<file path="src/rsbc_regs.svh">
`ifndef RSBC_REGS_SVH
`define RSBC_REGS_SVH

// Reset pin low time needed for recognition, in ns.
`define RSBC_PIN_LOW_NS       100
`define RSBC_CLK_PERIOD_NS    4
// Least time rounds up to whole cycles.
`define RSBC_PIN_LOW_CYC      ((`RSBC_PIN_LOW_NS + `RSBC_CLK_PERIOD_NS - 1) / `RSBC_CLK_PERIOD_NS)
// Cycles the internal resets stay asserted after the cause is gone.
`define RSBC_HOLD_CYC         16
`define RSBC_CNT_W            8
`define RSBC_PC_START         16'h0000
`define RSBC_BOOT_RST         3'h4
`define RSBC_CAUSE_RST        3'h0

`endif

</file>
<file path="src/rsbc_pkg.sv">
package rsbc_pkg;

    typedef enum logic [2:0] {
        RSBC_CAUSE_PON,
        RSBC_CAUSE_HW,
        RSBC_CAUSE_WDT,
        RSBC_CAUSE_WAKE,
        RSBC_CAUSE_BROWN
    } rsbc_cause_t;

    typedef enum logic [2:0] {
        RSBC_MODE_USER,
        RSBC_MODE_BOOTLOADER,
        RSBC_MODE_DEBUG,
        RSBC_MODE_JTAG_USER,
        RSBC_MODE_INVALID
    } rsbc_mode_t;

    function automatic rsbc_mode_t rsbc_decode_boot(input logic [2:0] pins);
        rsbc_decode_boot = RSBC_MODE_INVALID;
        if (pins[2:1] == 2'b10) begin
            rsbc_decode_boot = RSBC_MODE_USER;
        end else if (pins[2:1] == 2'b00) begin
            rsbc_decode_boot = RSBC_MODE_BOOTLOADER;
        end else if (pins == 3'b010) begin
            rsbc_decode_boot = RSBC_MODE_DEBUG;
        end else if (pins == 3'b110) begin
            rsbc_decode_boot = RSBC_MODE_JTAG_USER;
        end
    endfunction : rsbc_decode_boot

endpackage : rsbc_pkg

</file>
<file path="src/rsbc_sync_if.sv">
`timescale 1ns/1ps
interface rsbc_sync_if;
    logic [5:0] raw;
    logic [5:0] synced;
    modport src (output raw, input synced);
    modport snk (input raw, output synced);
endinterface : rsbc_sync_if

</file>
<file path="src/rsbc_reset_ctrl.sv">
// Behaviour
// - Power-on, pin, watchdog, wake-up and brownout are five separate causes, each starting a reset sequence.
// - The boot straps are latched at the end of the sequence and kept until the next power-on, brownout or pin reset.
// - A low reset pin is accepted in normal operation and in power-down.
// - A watchdog malfunction signal starts a reset that leaves the oscillator and PLL out of reset.
// - A pin reset during power-down is a wake-up reset and leaves the RAM valid.
// - During a power-on or brownout reset the RAM is reported not valid.
// - A wake-up reset switches the main regulator back on.
// - Active mode enables both regulators; power-down keeps only the low-power regulator.
// - Three straps select user, bootstrap loader, debug or user JTAG mode, with the start address zero.
`timescale 1ns/1ps
`include "rsbc_regs.svh"
module rsbc_reset_ctrl #(
    parameter int unsigned HOLD_CYC = `RSBC_HOLD_CYC
) (
    input  wire logic                  clk_i,
    input  wire logic                  rst_i,
    input  wire logic                  reset_pin_n_i,
    input  wire logic                  watchdog_unit_fault_i,
    input  wire logic                  brownout_i,
    input  wire logic                  power_down_req_i,
    input  wire logic                  boot_mode_strap_i,
    input  wire logic                  boot_test_strap_i,
    input  wire logic                  boot_aux_strap_i,
    output logic                       core_rst_o,
    output logic                       periph_rst_o,
    output logic                       osc_pll_rst_o,
    output logic                       port_rst_o,
    output logic                       flash_rst_o,
    output logic                       nmi_disable_o,
    output logic                       ram_valid_o,
    output logic                       main_reg_en_o,
    output logic                       lp_reg_en_o,
    output logic                       power_down_o,
    output rsbc_pkg::rsbc_cause_t      cause_o,
    output rsbc_pkg::rsbc_mode_t       boot_mode_o,
    output logic [15:0]                pc_start_o
);
    import rsbc_pkg::*;

    // ==========================================================
    // Input synchronisation
    rsbc_sync_if sif ();
    logic [5:0] raw_in;
    assign raw_in = {~reset_pin_n_i, watchdog_unit_fault_i, brownout_i,
                     boot_mode_strap_i, boot_test_strap_i, boot_aux_strap_i};
    assign sif.raw = raw_in;
    rsbc_sync u_sync (
        .clk_i (clk_i),
        .rst_i (rst_i),
        .bus   (sif)
    );

    logic       pin_low;
    logic       wdt_s;
    logic       brown_s;
    logic [2:0] straps_s;
    assign pin_low  = sif.synced[5];
    assign wdt_s    = sif.synced[4];
    assign brown_s  = sif.synced[3];
    assign straps_s = sif.synced[2:0];

    // ==========================================================
    // Sequencer
    typedef enum logic [1:0] {ST_RESET, ST_ACTIVE, ST_SLEEP} rsbc_state_t;

    localparam logic [`RSBC_CNT_W-1:0] PIN_CYC = `RSBC_CNT_W'(`RSBC_PIN_LOW_CYC);
    localparam logic [`RSBC_CNT_W-1:0] HOLD    = `RSBC_CNT_W'(HOLD_CYC);

    rsbc_state_t             st_q, st_d;
    rsbc_cause_t             cause_q, cause_d;
    rsbc_mode_t              mode_q, mode_d;
    logic [`RSBC_CNT_W-1:0]  pin_cnt_q, pin_cnt_d;
    logic [`RSBC_CNT_W-1:0]  hold_q, hold_d;
    logic                    pin_seen_q, pin_seen_d;
    logic                    ram_q, ram_d;
    logic                    nmi_q, nmi_d;
    logic                    osc_q, osc_d;
    logic                    first_q, first_d;
    logic                    pin_rst;
    logic                    any_src;

    // Pin reset is recognised once the low level has lasted the minimum time.
    assign pin_rst = pin_low && (pin_cnt_q >= PIN_CYC);
    assign any_src = pin_rst || wdt_s || brown_s;

    always_comb begin
        st_d       = st_q;
        cause_d    = cause_q;
        mode_d     = mode_q;
        hold_d     = hold_q;
        ram_d      = ram_q;
        nmi_d      = nmi_q;
        osc_d      = osc_q;
        first_d    = first_q;
        pin_seen_d = pin_seen_q;
        pin_cnt_d  = pin_low ? ((pin_cnt_q == PIN_CYC) ? pin_cnt_q : pin_cnt_q + 1'b1) : '0;
        if (any_src) begin
            st_d   = ST_RESET;
            hold_d = HOLD;
            if (brown_s) begin
                cause_d = RSBC_CAUSE_BROWN;
                ram_d   = 1'b0;
                osc_d   = 1'b1;
                nmi_d   = 1'b0;
            // A pin that is still low after the wake-up was recognised keeps the wake-up cause.
            end else if (pin_rst && (st_q == ST_SLEEP || (st_q == ST_RESET && cause_q == RSBC_CAUSE_WAKE))) begin
                cause_d = RSBC_CAUSE_WAKE;
                nmi_d   = 1'b1;
                osc_d   = 1'b1;
            end else if (pin_rst) begin
                cause_d    = first_q ? RSBC_CAUSE_PON : RSBC_CAUSE_HW;
                pin_seen_d = 1'b1;
                osc_d      = 1'b1;
                nmi_d      = 1'b0;
                if (first_q) begin
                    ram_d = 1'b0;
                end
            end else if (st_q != ST_RESET || cause_q == RSBC_CAUSE_WDT) begin
                cause_d = RSBC_CAUSE_WDT;
                nmi_d   = 1'b1;
                osc_d   = 1'b0;
            end
        end else begin
            unique case (st_q)
                ST_RESET: begin
                    // A pin held low through power-up keeps the sequence waiting, so it is classed power-on.
                    if (pin_low) begin
                        st_d = ST_RESET;
                    end else if (hold_q != '0) begin
                        hold_d = hold_q - 1'b1;
                    end else begin
                        st_d    = ST_ACTIVE;
                        first_d = 1'b0;
                        ram_d   = 1'b1;
                        // Straps are only re-read after power-on, brownout or pin reset.
                        if (cause_q == RSBC_CAUSE_PON || cause_q == RSBC_CAUSE_HW ||
                            cause_q == RSBC_CAUSE_BROWN || pin_seen_q) begin
                            mode_d = rsbc_decode_boot(straps_s);
                        end
                        pin_seen_d = 1'b0;
                    end
                end
                ST_ACTIVE: begin
                    if (power_down_req_i) begin
                        st_d = ST_SLEEP;
                    end
                end
                ST_SLEEP: begin
                    st_d = ST_SLEEP;
                end
            endcase
        end
    end

    always_ff @(posedge clk_i or posedge rst_i) begin
        if (rst_i) begin
            st_q       <= ST_RESET;
            cause_q    <= RSBC_CAUSE_PON;
            mode_q     <= RSBC_MODE_INVALID;
            hold_q     <= HOLD;
            pin_cnt_q  <= '0;
            pin_seen_q <= 1'b0;
            ram_q      <= 1'b0;
            nmi_q      <= 1'b0;
            osc_q      <= 1'b1;
            first_q    <= 1'b1;
        end else begin
            st_q       <= st_d;
            cause_q    <= cause_d;
            mode_q     <= mode_d;
            hold_q     <= hold_d;
            pin_cnt_q  <= pin_cnt_d;
            pin_seen_q <= pin_seen_d;
            ram_q      <= ram_d;
            nmi_q      <= nmi_d;
            osc_q      <= osc_d;
            first_q    <= first_d;
        end
    end

    // ==========================================================
    // Registered outputs
    logic in_rst_d;
    logic rd_d;
    logic main_d;
    assign in_rst_d = (st_d == ST_RESET);
    assign rd_d     = ram_d && (st_d != ST_RESET || cause_d == RSBC_CAUSE_WAKE ||
                                cause_d == RSBC_CAUSE_WDT || cause_d == RSBC_CAUSE_HW);
    assign main_d   = (st_d != ST_SLEEP);

    always_ff @(posedge clk_i or posedge rst_i) begin
        if (rst_i) begin
            core_rst_o    <= 1'b1;
            periph_rst_o  <= 1'b1;
            osc_pll_rst_o <= 1'b1;
            port_rst_o    <= 1'b1;
            flash_rst_o   <= 1'b1;
            nmi_disable_o <= 1'b0;
            ram_valid_o   <= 1'b0;
            main_reg_en_o <= 1'b1;
            lp_reg_en_o   <= 1'b1;
            power_down_o  <= 1'b0;
            cause_o       <= RSBC_CAUSE_PON;
            boot_mode_o   <= RSBC_MODE_INVALID;
            pc_start_o    <= `RSBC_PC_START;
        end else begin
            core_rst_o    <= in_rst_d;
            periph_rst_o  <= in_rst_d;
            osc_pll_rst_o <= in_rst_d && osc_d;
            port_rst_o    <= in_rst_d;
            flash_rst_o   <= in_rst_d;
            nmi_disable_o <= nmi_d;
            ram_valid_o   <= rd_d;
            main_reg_en_o <= main_d;
            lp_reg_en_o   <= 1'b1;
            power_down_o  <= (st_d == ST_SLEEP);
            cause_o       <= cause_d;
            boot_mode_o   <= mode_d;
            pc_start_o    <= `RSBC_PC_START;
        end
    end
endmodule : rsbc_reset_ctrl

</file>
<file path="src/rsbc_sync.sv">
`timescale 1ns/1ps
module rsbc_sync (
    input  wire logic  clk_i,
    input  wire logic  rst_i,
    rsbc_sync_if.snk   bus
);
    logic [5:0] meta_q;
    logic [5:0] meta_d;
    logic [5:0] sync_q;
    logic [5:0] sync_d;

    always_comb begin
        meta_d = bus.raw;
        sync_d = meta_q;
    end

    always_ff @(posedge clk_i or posedge rst_i) begin
        if (rst_i) begin
            meta_q <= 6'h00;
            sync_q <= 6'h00;
        end else begin
            meta_q <= meta_d;
            sync_q <= sync_d;
        end
    end

    assign bus.synced = sync_q;
endmodule : rsbc_sync

</file>
<file path="config.mk">
export PLATFORM = sky130hd
export DESIGN_NAME = rsbc_reset_ctrl
export DESIGN_NICKNAME = d
export VERILOG_FILES = /design/src/rsbc_pkg.sv /design/src/rsbc_sync_if.sv /design/src/rsbc_reset_ctrl.sv /design/src/rsbc_sync.sv
export VERILOG_INCLUDE_DIRS = /design/src
export SDC_FILE = /design/constraint.sdc
export NUM_CORES = 1
export LEC_CHECK = 0
export BUFFER_PORTS_ARGS = -buffer_cell sky130_fd_sc_hd__buf_2
export CAP_MARGIN = 0
export CELL_PAD_IN_SITES_DETAIL_PLACEMENT = 1
export CELL_PAD_IN_SITES_GLOBAL_PLACEMENT = 1
export CORE_MARGIN = 2
export CORE_UTILIZATION = 39
export DETAILED_ROUTE_END_ITERATION = 16
export PLACE_DENSITY_LB_ADDON = 0.1
export SETUP_SLACK_MARGIN = 0.5
export SLEW_MARGIN = 20
export SYNTH_ARGS = -nofsm -noshare
export SYNTH_HDL_FRONTEND = slang
export SYNTH_SLANG_ARGS = --single-unit
</file>
<file path="constraint.sdc">
create_clock -name clk_i -period 1.78 [get_ports clk_i]
set_input_delay 0.089 -clock clk_i [delete_from_list [all_inputs] [get_ports clk_i]]
set_output_delay 0.089 -clock clk_i [all_outputs]
set_load 0.02 [all_outputs]
</file>
==> results of run 1 <==
area by class of cell:
| type | count | area (µm²) |
|---|---|---|
| clock buffer | 6 | 72.6 |
| clock inverter | 2 | 13.8 |
| fill | 603 | 2600 |
| inverter | 14 | 52.6 |
| multi-input combinational | 132 | 1050 |
| sequential | 46 | 1160 |
| tap | 72 | 90.1 |
| timing repair buffer | 60 | 429 |
state kept, by name, summed over array words and instances (netlist names):
name / count
pin_seen_q: 1
cause_o: 3
st_q: 2
pin_cnt_q: 8
ram_valid_o: 1
main_reg_en_o: 1
u_sync.meta_q: 6
u_sync.bus.synced: 6
hold_q: 8
flash_rst_o: 1
osc_q: 1
boot_mode_o: 3
nmi_disable_o: 1
osc_pll_rst_o: 1
power_down_o: 1
ram_q: 1
first_q: 1
final timing paths:
kind / slack (ps) / to / cells after the start / start
worst max-delay path: 70 / osc_pll_rst_o / 7 / pin_cnt_q[0]
worst min-delay path: 290 / main_reg_en_o / 4 / power_down_req_i
worst max register to register: 70 / osc_pll_rst_o / 7 / pin_cnt_q[0]
worst min register to register: 350 / u_sync.bus.synced[2] / 0 / u_sync.meta_q[2]
max in group asynchronous: 730 / hold_q[4] / 4 / rst_i
min in group asynchronous: 360 / pin_cnt_q[0] / 3 / rst_i
through the flow:
stage               utilization  instance area (µm²)  total power, W
CTS                       0.499                 2730         0.00205
global route              0.525                 2870         0.00217
detailed placement        0.433                 2370         0.00137
global placement          0.433                 2370         0.00135
finish                    0.525                 2870         0.00205
floorplan                     -                 2260         0.00133
kinds of logic after synthesis:
kind of cell	count (synthesis)	synth area share
AOI/OAI and AO/OA	28	0.0886
xor gates and xnor gates	11	0.0440
adders and majority gates	7	0.0400
buffers and inverters	35	0.0977
DFF	46	0.530
muxes	5	0.0240
other	2	0.00343
and+or+nand+nor	64	0.173
where the power goes:
group	switching, W	total (W)	internal, W
clock network	0.000345	0.000623	0.000277
registers	0.0000344	0.00112	0.00109
logic	0.000176	0.000309	0.000133
worst max-delay path, stage by stage, from the launching register on:
cell	delay, ps
dfrtp_1	420
inv_2	100
ha_4	120
nor3b_4	170
o22ai_2	110
or3_4	390
a21o_1	210
and2_4	140
layout by cell type, fill, tap and decap left out, types with 3 or more instances in the layout:
master	instances
dfstp_2	7
buf_6	5
inv_1	8
mux2i_1	3
nand2_1	7
inv_2	4
xor2_1	7
nor2_1	17
nand2b_1	3
conb_1	17
dlygate4sd3_1	7
a21oi_1	4
buf_4	25
dfrtp_2	3
dfrtp_1	36
buf_2	23
nor2_4	3
o21ai_0	7
ha_1	3
nand3_1	6
nor3_2	3
clkbuf_8	5
timing repair:
| item | 4_1_cts | 5_1_grt |
|---|---|---|
| endpoints found under the setup margin | 30 | 31 |
| endpoints found under the hold margin | 25 | 0 |
| buffers inserted | 15 | 6 |
| pin swaps | 5 | 4 |
| hold buffers | 7 | 0 |
| resized for setup | 22 | 22 |
layer usage:
layer,up-vias,part of all wire,global-route usage
met5,-,0,0
met4,0,0.014,0.0569
met3,6,0.039,0.0352
met2,37,0.54,0.298
met1,775,0.41,0.203
li1,742,-,-
==> flow_summary.toml, run 1 <==
[place]
dp_slack_ps = 5.57
dpl.cell_count = 296
port_buffers = 23
place.gp.congestion = 0.789
hpwlAfterDp_um = 3270

[floorplan]
initial_core_util = 0.400
rows = 27
dieArea_um2 = 6230
dieWidth_um = 78.9
io_pins = 41
die_h_um = 78.9
core_area_um2 = 5470

[grt]
grt.overflow.total = 0
grt.total_usage = 0.168
grt_pass1_wl_um = 7990
grt_max_degree = 23
antenna_found_initial = 0
grt_pass1_vias = 1700

[synthesis]
synthCells = 198
ys_seq_area_frac = 0.530
ys_top_cells_by_area = "dfrtp_1 (45%), dfstp_2 (8.4%), buf_4 (6.9%)"
synth_edf_count = 0
synth_common_cells = "dfrtp_1 (39), buf_4 (20), nor2_1 (20)"
ys.warnings.count = 0
ys_seq_elements = 46
synth.most_common_cell = "dfrtp_1"
synth_largest_area_cell = "dfrtp_1"
synth_flop_cell = "dfrtp_1"
synthArstFlopShare = 1.00
synth_cell_type_count = 47
synth_area_per_cell_um2 = 11.1
synth_area_um2 = 2190
yosys.area.top_type_share = 0.446

[worst_setup_path]
crit_fanout = 5
critPathArrivalTime_ps = 1950
endpoint_kind = "flip-flop"
critical_path_class = "flip-flop to flip-flop"
startpoint_type = "flip-flop"
required_ps = 2020

[sta]
skew_ps = 7.35
fmaxAchievable_mhz = 585
min_period_ps = 1710
slew_violations = 0
timing.final.crit_share = 0.961
maxSlewHeadroom = 0.491
worst_pin_slew_ps = 759
timing.hold.ws_ps = 287
fin_ws_ps = 69.4
setup_tns_ps = 0
hold_viol = 0
rsz0062_at_grt = "yes"
setup_violations = 0

[final_layout]
num-nets-final = 275
fin_cells = 332
drive_gt1_frac = 0.435
area_growth_pct = 31.2
diodes = 0

[clock_network]
clk_pin_slew_worst_paths_ps = 90
cts.sinks = 46
clockRootBuffer = "clkbuf_8"
cts_buffer_depth = 2
cts_tree = "done"
htreeDepth = 2
numCtsBuffers = 5
clk_latency_ps = 300

[routing]
first_iter_violations = 35
wire_per_inst_um = 14.3
vias_per_cell = 4.70
drt-pass1-iter-count = 4
remaining_drc_errors = 0
routed_wl_um = 4740
antenna_left = 0
vias = 1560

[pwr]
p_leak_nw = 1.30
power_density_nw_per_um2 = 715
ir_drop_mv = 0.335

[outcome]
status = "complete, no violations"

[worst_hold_path]
hold_class = "input pin to flip-flop"

[flow_run]
max_cap_violations = 0
Power figures use the tool's default switching activity.
==> run 2: changes to the inputs <==
==> constraint.sdc (replaced) <==
create_clock -name clk_i -period 1.78 [get_ports clk_i]
set_input_delay 0.534 -clock clk_i [delete_from_list [all_inputs] [get_ports clk_i]]
set_output_delay 0.534 -clock clk_i [all_outputs]
set_load 0.02 [all_outputs]
==> flow_summary.toml, run 2 (synthesized netlist as in run 1, its figures left out) <==
[outcome]
status = "complete, no violations"

[clock_network]
hold_buffers = 0
clockRootBuffer = "clkbuf_8"
clk_pin_slew_worst_paths_ps = 90
htreeDepth = 2
numCtsBuffers = 5
cts.sinks = 46
cts_tree = "done"
clk_latency_ps = 300
cts_buffer_depth = 2

[final_layout]
drive_gt1_frac = 0.429
area_growth_pct = 32.9
num-fill-cells = 607
register_area_um2 = 1160
final_util = 0.532
layout_commonest_cell = "dfrtp_1"
multi_input_area_um2 = 1030
mostFrequentLayoutCells = "dfrtp_1 (38), buf_4 (26), nor2_1 (19)"
fin_area_um2 = 2910
num-nets-final = 269
reg_top3 = "hold_q: 8 flops, pin_cnt_q: 8 flops"
diodes = 0

[sta]
timing.final.crit_share = 0.986
timing.hold.ws_ps = 162
fmaxAchievable_mhz = 570
rsz0062_at_grt = "yes"
slew_violations = 0
fin_ws_ps = 25.1
skew_ps = 7.79
min_period_ps = 1750
hold_viol = 0
setup_tns_ps = 0
setup_violations = 0

[flow_run]
max_cap_violations = 0

[grt]
grt.overflow.total = 0
grt.total_usage = 0.166
grt_max_degree = 38
grt_pass1_wl_um = 8040
grt_pass1_vias = 1709
antenna_found_initial = 0

[place]
placed_area_um2 = 2380
place.gp.congestion = 0.760
port_buffers = 23
dp_slack_ps = 22.2
hpwlAfterDp_um = 3030

[routing]
vias_per_cell = 4.83
wire_per_inst_um = 15.4
drt-pass1-iter-count = 4
routed_wl_um = 5010
remaining_drc_errors = 0
vias = 1575
first_iter_violations = 48
antenna_left = 0

[worst_hold_path]
hold_class = "input pin to asynchronous set/reset pin"

[worst_setup_path]
startpoint_type = "flip-flop"
endpoint_kind = "flip-flop"
critPathArrivalTime_ps = 1990
required_ps = 2020
crit_fanout = 5
critical_path_class = "flip-flop to flip-flop"

[pwr]
intPower_w = 0.00164
p_sw_frac = 0.255
clkPwrFrac = 0.353
ir_drop_mv = 0.387
p_comb_frac = 0.136
p_leak_nw = 1.32
switching_power_w = 0.000562
p_seq_frac = 0.511
power_density_nw_per_um2 = 758

[floorplan]
dieWidth_um = 78.9
dieArea_um2 = 6230
io_pins = 41
core_area_um2 = 5470
die_h_um = 78.9
rows = 27
initial_core_util = 0.400
run 2: what timing repair did:
item,in CTS,in global routing
pin swaps,6,3
setup buffers,17,6
resized for setup,46,19
gates cloned,0,0
setup endpoints to repair,45,47
run 2: power groups by stage:
| stage | logic [W] | registers [W] | clock network (W) |
|---|---|---|---|
| final | 0.000299 | 0.00113 | 0.000779 |
| after global routing | 0.000330 | 0.00113 | 0.000855 |
| after CTS | 0.000272 | 0.00112 | 0.000810 |
| after detailed placement | 0.000226 | 0.00114 | 0 |
| after global placement | 0.000217 | 0.00114 | 0 |
| after floorplan | 0.000180 | 0.00115 | 0 |
run 2: area by class of cell:
type                    count  area share
well taps                  72      0.0310
clock buffers               5      0.0237
multi-input cells         132       0.353
flip-flops and latches     46       0.399
inverters                  14      0.0194
clock inverters             3      0.0151
repair buffers             54       0.159
run 2: routing by layer:
metal / GRT usage / up-vias / wire length [µm]
met5: 0 / - / 0
met4: 0.0517 / 0 / 77
met3: 0.0307 / 9 / 166
met2: 0.320 / 44 / 2830
met1: 0.184 / 786 / 1930
li1: - / 736 / -
run 2: worst paths after layout:
| kind | startpoint | end | slack, ps | cells past startpoint |
|---|---|---|---|---|
| hold reg to reg | u_sync.meta_q[1] | u_sync.bus.synced[1] | 350 | 0 |
| max in group asynchronous | rst_i | osc_q | 1110 | 3 |
| setup / recovery | pin_cnt_q[0] | osc_pll_rst_o | 30 | 7 |
| hold / removal | rst_i | boot_mode_o[0] | 160 | 2 |
| setup reg to reg | pin_cnt_q[0] | osc_pll_rst_o | 30 | 7 |
| min in group clk_i | boot_aux_strap_i | u_sync.meta_q[0] | 340 | 1 |
run 2: worst max-delay path, cell delays in order, from the launching register on:
cell     delay, ps
dfrtp_1        430
inv_2          100
ha_4           130
nor3b_4        180
o22ai_2        120
or3_4          390
a21o_1         210
and2_4         140
run 2: through the flow:
stage / power (W) / instances
after floorplan: 0.00133 / 213
after global placement: 0.00136 / 295
after detailed placement: 0.00137 / 295
after CTS: 0.00220 / 320
after global routing: 0.00232 / 326
final: 0.00220 / 326
